<file path="src/hdl/modem_pkg.sv">
// Shared constants for the modem status and baud pin block of one serial channel.
// Assumes a single 100 MHz clock and an 8-bit register port with a 4-bit address.
package modem_pkg;

  // Bus widths.
  localparam int DATA_W = 8;
  localparam int ADDR_W = 4;
  localparam int EV_W = 3;

  // Register offsets on the plain register port.
  localparam logic [3:0] LINE_CONTROL_OFF = 4'h3;
  localparam logic [3:0] MODEM_CONTROL_OFF = 4'h4;
  localparam logic [3:0] MODEM_STATUS_OFF = 4'h6;
  localparam logic [3:0] TEST_CONFIG_OFF = 4'h8;
  localparam logic [3:0] EVENT_STATUS_OFF = 4'h9;
  localparam logic [3:0] EVENT_MASK_OFF = 4'hA;

  // Modem status byte layout.
  localparam int STAT_CTS_CHG_BIT = 0;
  localparam int STAT_DSR_CHG_BIT = 1;
  localparam int STAT_DCD_CHG_BIT = 3;
  localparam int STAT_CTS_BIT = 4;
  localparam int STAT_DSR_BIT = 5;
  localparam int STAT_DCD_BIT = 7;

  // Control field positions.
  localparam int LINE_DIV_ACCESS_BIT = 7;
  localparam int CTRL_DTR_BIT = 0;
  localparam int CTRL_RTS_BIT = 1;
  localparam int CTRL_OUT2_BIT = 3;
  localparam int CTRL_LOOP_BIT = 4;
  localparam int TEST_MODE_BIT = 0;

  // Index of each modem input in the level, change and event vectors.
  localparam int EV_CTS = 0;
  localparam int EV_DSR = 1;
  localparam int EV_DCD = 2;

  // Values after reset.
  localparam logic [7:0] LINE_CONTROL_RST = 8'h00;
  localparam logic [7:0] MODEM_CONTROL_RST = 8'h00;
  localparam logic [7:0] TEST_CONFIG_RST = 8'h00;
  localparam logic [2:0] EV_RST = 3'h0;
  localparam logic [2:0] PIN_IDLE_RST = 3'h7;
  localparam logic [7:0] RDATA_RST = 8'h00;
  localparam logic IDLE_HIGH_RST = 1'b1;

endpackage

</file>
<file path="src/hdl/modem_sync_if.sv">
// Carries the synchronised modem input levels from the pin synchroniser to the core.
// Levels are active high: one means the modem asserts the line.
`timescale 1ns/1ps
`default_nettype none
interface modem_sync_if;
  logic cts_on;
  logic dsr_on;
  logic dcd_on;
  modport src(output cts_on, output dsr_on, output dcd_on);
  modport dst(input cts_on, input dsr_on, input dcd_on);
endinterface
`default_nettype wire

</file>
<file path="src/hdl/modem_pin_sync.sv">
// Two-stage synchroniser for the three active-low modem status pins.
// Assumes the pins are asynchronous to mclk and idle high.
`timescale 1ns/1ps
`default_nettype none
module modem_pin_sync
  import modem_pkg::*;
(
  // Clock and control
  input wire logic mclk,
  input wire logic resetn,
  input wire logic ce,
  // Raw pins, order cts, dsr, dcd
  input wire logic [2:0] pins_n,
  // Synchronised levels
  modem_sync_if.src lvl
);

  typedef struct packed {
    logic [2:0] meta;
    logic [2:0] stable;
  } sync_t;

  sync_t st_r;
  sync_t st_nxt;

  always_comb begin
    st_nxt = st_r;
    if (ce) begin
      st_nxt.meta = pins_n;
      st_nxt.stable = st_r.meta;
    end
  end

  always_ff @(posedge mclk) begin
    if (!resetn) begin
      st_r.meta <= PIN_IDLE_RST;
      st_r.stable <= PIN_IDLE_RST;
    end else begin
      st_r <= st_nxt;
    end
  end

  // Only the second stage is looked at downstream.
  assign lvl.cts_on = ~st_r.stable[EV_CTS];
  assign lvl.dsr_on = ~st_r.stable[EV_DSR];
  assign lvl.dcd_on = ~st_r.stable[EV_DCD];

endmodule
`default_nettype wire

</file>
<file path="src/hdl/modem_status_top.sv">
// Modem status, modem control and baud output pin logic of one serial channel.
// Assumes an 8-bit register port where read data follow the read strobe by one
// cycle, and a transmitter and baud generator that feed their outputs in on mclk.
//
// The address-and-strobe port and the address map were left to the implementer.
`timescale 1ns/1ps
`default_nettype none
// Functional notes
// - Status bit 4 shows the inverse of the active-low clear-to-send pin, or modem control bit 1 in loopback.
// - Status bit 0 is set when clear-to-send changed since the last status read.
// - A newly set clear-to-send change raises the interrupt when enabled.
// - Clear-to-send never gates or alters the transmit output.
// - Status bit 7 shows the inverse of the active-low carrier-detect pin, or modem control bit 3 in loopback.
// - Status bit 3 is set when carrier-detect changed since the last status read.
// - A newly set carrier-detect change raises the interrupt when enabled.
// - The shared pin carries the baud clock only in test mode with divisor access set.
// - After reset the shared pin carries the serial transmit output.
// - Status bit 5 shows the inverse of the active-low data-set-ready pin, or modem control bit 0 in loopback.
// - Status bit 1 flags a data-set-ready change and raises the interrupt when enabled.
// - Modem control bit 0 drives terminal-ready low; reset and loopback hold it high.
module modem_status_top
  import modem_pkg::*;
(
  // Clock, reset and clock enable
  input wire logic mclk,
  input wire logic resetn,
  input wire logic ce,
  // Register port
  input wire logic [ADDR_W-1:0] addr,
  input wire logic [DATA_W-1:0] wdata,
  input wire logic wr,
  input wire logic rd,
  output logic [DATA_W-1:0] rdata,
  // Modem pins, active low
  input wire logic send_clear_n,
  input wire logic set_ready_n,
  input wire logic carrier_n,
  output logic terminal_ready_n,
  // Transmit path and shared pin
  input wire logic serial_transmit_out,
  input wire logic baud_gen_clk,
  output logic baud_clock_pin,
  // Interrupt
  output logic irq
);

  typedef struct packed {
    logic [7:0] line_control;
    logic [7:0] modem_control;
    logic [7:0] test_config;
    logic [2:0] level;
    logic [2:0] changed;
    logic [2:0] ev_status;
    logic [2:0] ev_mask;
    logic [7:0] rdata;
    logic irq;
    logic terminal_ready_n;
    logic baud_clock_pin;
  } core_t;

  core_t st_r;
  core_t st_nxt;

  modem_sync_if sync_lvl();

  logic [2:0] pin_level;
  logic [2:0] loop_level;
  logic [2:0] level_now;
  logic [2:0] level_diff;
  logic loop_on;
  logic status_rd;
  logic [2:0] change_clr;
  logic [2:0] event_set;
  logic [2:0] event_clr;
  logic baud_sel;
  logic [7:0] rd_value;

  // True when the port addresses the register at off.
  function automatic logic hit(input logic [ADDR_W-1:0] a, input logic [3:0] off);
    hit = (a == off);
  endfunction

  // A flag update in which a setting event wins over a clear in the same cycle.
  function automatic logic [2:0] set_wins(
    input logic [2:0] cur,
    input logic [2:0] set,
    input logic [2:0] clr
  );
    set_wins = (cur & ~clr) | set;
  endfunction

  // Builds the modem status byte from levels and change bits.
  function automatic logic [7:0] status_byte(input logic [2:0] lv, input logic [2:0] ch);
    logic [7:0] b;
    b = 8'h00;
    b[STAT_CTS_BIT] = lv[EV_CTS];
    b[STAT_DSR_BIT] = lv[EV_DSR];
    b[STAT_DCD_BIT] = lv[EV_DCD];
    b[STAT_CTS_CHG_BIT] = ch[EV_CTS];
    b[STAT_DSR_CHG_BIT] = ch[EV_DSR];
    b[STAT_DCD_CHG_BIT] = ch[EV_DCD];
    status_byte = b;
  endfunction

  // Pads a three-bit event vector to the data width.
  function automatic logic [7:0] ev_byte(input logic [2:0] v);
    ev_byte = {5'h00, v};
  endfunction

  modem_pin_sync u_sync (
    .mclk(mclk),
    .resetn(resetn),
    .ce(ce),
    .pins_n({carrier_n, set_ready_n, send_clear_n}),
    .lvl(sync_lvl)
  );

  // Synchronised pin levels, asserted high, which are the inverse of the pins.
  always_comb begin
    pin_level = 3'h0;
    pin_level[EV_CTS] = sync_lvl.cts_on;
    pin_level[EV_DSR] = sync_lvl.dsr_on;
    pin_level[EV_DCD] = sync_lvl.dcd_on;
  end

  // In loopback the status inputs follow the modem control outputs instead.
  always_comb begin
    loop_level = 3'h0;
    loop_level[EV_CTS] = st_r.modem_control[CTRL_RTS_BIT];
    loop_level[EV_DSR] = st_r.modem_control[CTRL_DTR_BIT];
    loop_level[EV_DCD] = st_r.modem_control[CTRL_OUT2_BIT];
  end

  assign loop_on = st_r.modem_control[CTRL_LOOP_BIT];
  assign level_now = loop_on ? loop_level : pin_level;

  // A change is any difference from the level seen one cycle earlier.
  assign level_diff = level_now ^ st_r.level;

  // A status read clears every change bit.
  assign status_rd = rd & hit(addr, MODEM_STATUS_OFF);
  assign change_clr = status_rd ? 3'h7 : 3'h0;

  // An event fires when a change bit goes from clear to set.
  assign event_set = level_diff & (~st_r.changed | change_clr);

  // Writing ones to the event status clears those bits.
  assign event_clr = (wr & hit(addr, EVENT_STATUS_OFF)) ? wdata[2:0] : 3'h0;

  // The baud clock is only routed out in test mode with divisor access set.
  assign baud_sel = st_r.test_config[TEST_MODE_BIT]
                  & st_r.line_control[LINE_DIV_ACCESS_BIT];

  // Read multiplexer; unmapped offsets read as zero.
  always_comb begin
    case (addr)
      LINE_CONTROL_OFF: begin
        rd_value = st_r.line_control;
      end
      MODEM_CONTROL_OFF: begin
        rd_value = st_r.modem_control;
      end
      MODEM_STATUS_OFF: begin
        rd_value = status_byte(st_r.level, st_r.changed);
      end
      TEST_CONFIG_OFF: begin
        rd_value = st_r.test_config;
      end
      EVENT_STATUS_OFF: begin
        rd_value = ev_byte(st_r.ev_status);
      end
      EVENT_MASK_OFF: begin
        rd_value = ev_byte(st_r.ev_mask);
      end
      default: begin
        rd_value = 8'h00;
      end
    endcase
  end

  always_comb begin
    st_nxt = st_r;
    if (ce) begin
      // Register writes.
      if (wr) begin
        if (hit(addr, LINE_CONTROL_OFF)) begin
          st_nxt.line_control = wdata;
        end
        if (hit(addr, MODEM_CONTROL_OFF)) begin
          st_nxt.modem_control = wdata;
        end
        if (hit(addr, TEST_CONFIG_OFF)) begin
          st_nxt.test_config = wdata;
        end
        if (hit(addr, EVENT_MASK_OFF)) begin
          st_nxt.ev_mask = wdata[2:0];
        end
      end

      // Level tracking and change bits; a change during the read survives it.
      st_nxt.level = level_now;
      st_nxt.changed = set_wins(st_r.changed, level_diff, change_clr);

      // Sticky events with write-one-to-clear, set winning.
      st_nxt.ev_status = set_wins(st_r.ev_status, event_set, event_clr);

      // Read data stand only in the cycle after the strobe.
      st_nxt.rdata = rd ? rd_value : 8'h00;

      // Mask gates the sticky events onto the interrupt line.
      st_nxt.irq = |(st_nxt.ev_status & st_nxt.ev_mask);

      // Terminal ready is driven low by the control bit, held high in loopback.
      st_nxt.terminal_ready_n = ~(st_nxt.modem_control[CTRL_DTR_BIT]
                                & ~st_nxt.modem_control[CTRL_LOOP_BIT]);

      // Shared pin: transmit data pass straight through, untouched by clear-to-send.
      st_nxt.baud_clock_pin = baud_sel ? baud_gen_clk : serial_transmit_out;
    end
  end

  always_ff @(posedge mclk) begin
    if (!resetn) begin
      st_r.line_control <= LINE_CONTROL_RST;
      st_r.modem_control <= MODEM_CONTROL_RST;
      st_r.test_config <= TEST_CONFIG_RST;
      st_r.level <= EV_RST;
      st_r.changed <= EV_RST;
      st_r.ev_status <= EV_RST;
      st_r.ev_mask <= EV_RST;
      st_r.rdata <= RDATA_RST;
      st_r.irq <= 1'b0;
      st_r.terminal_ready_n <= IDLE_HIGH_RST;
      st_r.baud_clock_pin <= IDLE_HIGH_RST;
    end else begin
      st_r <= st_nxt;
    end
  end

  assign rdata = st_r.rdata;
  assign terminal_ready_n = st_r.terminal_ready_n;
  assign baud_clock_pin = st_r.baud_clock_pin;
  assign irq = st_r.irq;

endmodule
`default_nettype wire

</file>
<file path="config.mk">
export PLATFORM = sky130hd
export DESIGN_NAME = modem_status_top
export DESIGN_NICKNAME = d
export VERILOG_FILES = /design/src/hdl/modem_pkg.sv /design/src/hdl/modem_sync_if.sv /design/src/hdl/modem_pin_sync.sv /design/src/hdl/modem_status_top.sv
export SDC_FILE = /design/constraint.sdc
export NUM_CORES = 1
export LEC_CHECK = 0
export BUFFER_PORTS_ARGS = -buffer_cell sky130_fd_sc_hd__buf_4
export CAP_MARGIN = 25
export CORE_ASPECT_RATIO = 0.75
export CORE_MARGIN = 1
export CORE_UTILIZATION = 50
export CTS_CLUSTER_DIAMETER = 40
export DETAILED_ROUTE_END_ITERATION = 12
export PLACE_DENSITY = 0.82
export SLEW_MARGIN = 10
export SYNTH_ARGS = -nofsm -noshare
export SYNTH_HDL_FRONTEND = slang
export SYNTH_SLANG_ARGS = --single-unit
</file>
<file path="constraint.sdc">
create_clock -name mclk -period 3.8 [get_ports mclk]
set_input_delay 0.19 -clock mclk [delete_from_list [all_inputs] [get_ports mclk]]
set_output_delay 0.19 -clock mclk [all_outputs]
set_load 0.005 [all_outputs]
</file>
==> qor.txt <==
Status = finished clean
Fmax = 573 MHz
Reg clk slew, reported paths = 0.10 ns
Top-area cell type share of the netlist area = 0.409
Leak = 1.04 nW
Crit start category = register
Met2 WL = 2.77 mm
Via density = 5.86
Clk_skew = 0.00805 ns
Cells along the critical path = or2_2, a21oi_1, a211oi_1, o31ai_1, o221ai_1
Final Max Tran Viols = 0
Area of the multi-input gates = 1340 um2
Adder-cell share of the synthesized area = 0
Root buf cell = clkbuf_8
Final period utilization = 0.459
Post-CTS setup-driven buffer insertion count = 0
Post-synthesis compound-gate area fraction = 0.177
Critical path capture point type = register
CTS Buf Count = 5
Post-synthesis instance area = 2590 um2
Initial antenna violation count = 0
Pin count of the biggest net entering global routing = 36
Post-Synth Simple-Gate Area = 0.211
Mapped Cells = 301
Post-synthesis xor/xnor area fraction = 0.00338
Routed Antenna Nets = 0
Number of global-route vias before repair = 2,050
I/O Buffers = 32
Core box area = 4930 um2
Hold Crit Class = input pin to register
Top delay family on crit path = compound AO/OA/AOI/OAI gates
CTS tree = built
Hold Vio Cnt, Final = 0
Largest family of logic cells by synthesized area = simple AND/OR/NAND/NOR gates
Drt pass-1 iters = 5
First-pass GRT wire length = 10.3 mm
# setup viols final = 0
YS warnings = 0
Grt total ovfl = 0
# fillers = 460
Clock Path Buffers = 2
Synth area leader = dfxtp_1
Top area cells in the synthesized netlist = dfxtp_1, mux2i_1, nand2_1, a21oi_1, nor2_1
Yosys cell types = 47
EDFF count, synth = 0
GRT Total Usage = 0.243
Post-synthesis mux area share = 0.125
Critical path class = register to register
Met1 WL = 2.82 mm
Worst-path maximum fanout = 8
Worst slew pin tran = 0.725 ns
Setup ws final = 2.06 ns
Buf/Inv on CP = 0
Minimum clock period = 1.74 ns
Pwr Density = 377 nW/um2
Worst Hold Path Cells = 3
Layout Nets = 334
Sequential area share after synthesis = 0.409
Top_reg_cell synth = dfxtp_1
Diodes inserted = 0
R2R cell count = 5
Yosys reg bits = 53
Sequential cell area = 1060 um2
CP Depth = 5
Worst-skew pair later-pin latency = 0.32 ns
Gp weighted congestion = 0.870
Initial DRC count = 183
Maxcap violations = 0
Via Count = 2,184
Highest routed metal layer = met4
RSZ-0062 raised after global routing = false
Die width = 85.1 um
Total wire length = 6.13 mm
Clock Sinks = 53
Avg Synthesized Cell Area = 8.61 um2
Syn nets = 323
Total die area = 5480 um2
Most common cell in the netlist = dfxtp_1
Die H = 64.4 um
IO Pins = 33
Async SR Flop Fraction = 0
Met3 routed WL = 422 um
Hold buffer count at cts = 0
Detail Placement HPWL = 4.27 mm
Initial Util = 0.526
Rows = 22
Residual DRC count = 0
IR drop worst, VDD = 0.000213 V
Total power = 0.00108 W
Layout cells sized above 1 = 0.157
Final TNS setup = 0 ns
Data arrival, critical path = 1.93 ns
Dpl ws = 1.85 ns
Post-CTS sizing = 0
WL/cell = 16.4 um
Crit path largest cell delay = 0.40 ns
CTS H-tree lvls = 2
Most instantiated cells after synthesis = dfxtp_1, nand2_1, mux2i_1, nor2_1, a21oi_1
Slew headroom = 0.515
Worst EP required = 3.99 ns
Slowest-stage cell, CP = dfxtp_1
Synthesis-to-layout area growth = 10.3%
kinds of logic (layout without fill, tap and decap cells):
logic type      Yosys count  in the layout
compound gates           67             67
flops                    53             53
simple gates            113            113
mux                      32             32
buf+inv                  35             47
xor+xnor                  1              1
registers in the layout, indices dropped and copies added, names as in the netlist:
signal            flops
rdata                 8
u_sync.st_r           6
st_r                 32
loop_on               1
loop_level            3
terminal_ready_n      1
baud_clock_pin        1
irq                   1
placed cells by master, fill, tap and decap left out, drive strengths merged, types with 3 or more instances in the layout:
cell / count
inv: 7
a22o: 5
o21ai: 7
nand3b: 4
a32oi: 4
a21o: 5
nor3: 3
nor2b: 6
clkbuf: 5
nand2: 45
a21oi: 23
and3: 3
nand3: 6
a22oi: 5
nand4: 3
mux2i: 30
buf: 33
dfxtp: 53
nor2: 30
a211oi: 3
per-stage QoR:
stage          cells  area (um2)  utilization  hold slack [ns]
2_1_floorplan    301        2590            -            0.318
3_3_place_gp     365        2740        0.557            0.404
3_5_place_dp     365        2740        0.557            0.410
4_1_cts          373        2860        0.580           0.0763
5_1_grt          373        2860        0.580           0.0807
6_report         373        2860        0.580           0.0780
worst reg2reg max path, stage by stage (launching register included):
cell      delay (ns)
dfxtp_1         0.40
or2_2           0.35
a21oi_1         0.23
a211oi_1        0.10
o31ai_1         0.35
o221ai_1        0.18
worst paths after layout:
| kind | end | slack, ns | from |
|---|---|---|---|
| max | irq | 2.06 | loop_on |
| min | u_sync.st_r[3] | 0.08 | send_clear_n |
| max reg2reg | irq | 2.06 | loop_on |
| min reg2reg | st_r[43] | 0.46 | st_r[43] |
power by group:
part	switching [W]	leakage, nW	internal, W
registers	0.00000829	0.429	0.000566
logic	0.0000622	0.547	0.0000403
clock network	0.000200	0.0591	0.000201
layer usage:
layer	track usage	vias to the layer above
li1	-	1072
met1	0.333	1026
met2	0.382	74
met3	0.0452	12
met4	0.0847	0
met5	0	-
cell type report:
type,count,share of cell area
Sequential cell,53,0.371
Multi-Input combinational cell,213,0.468
Clock buffer,5,0.0241
Timing Repair Buffer,33,0.0866
Clock inverter,3,0.0166
Tap cell,60,0.0262
Inverter,6,0.00787
Power figures use the tool's default switching activity.
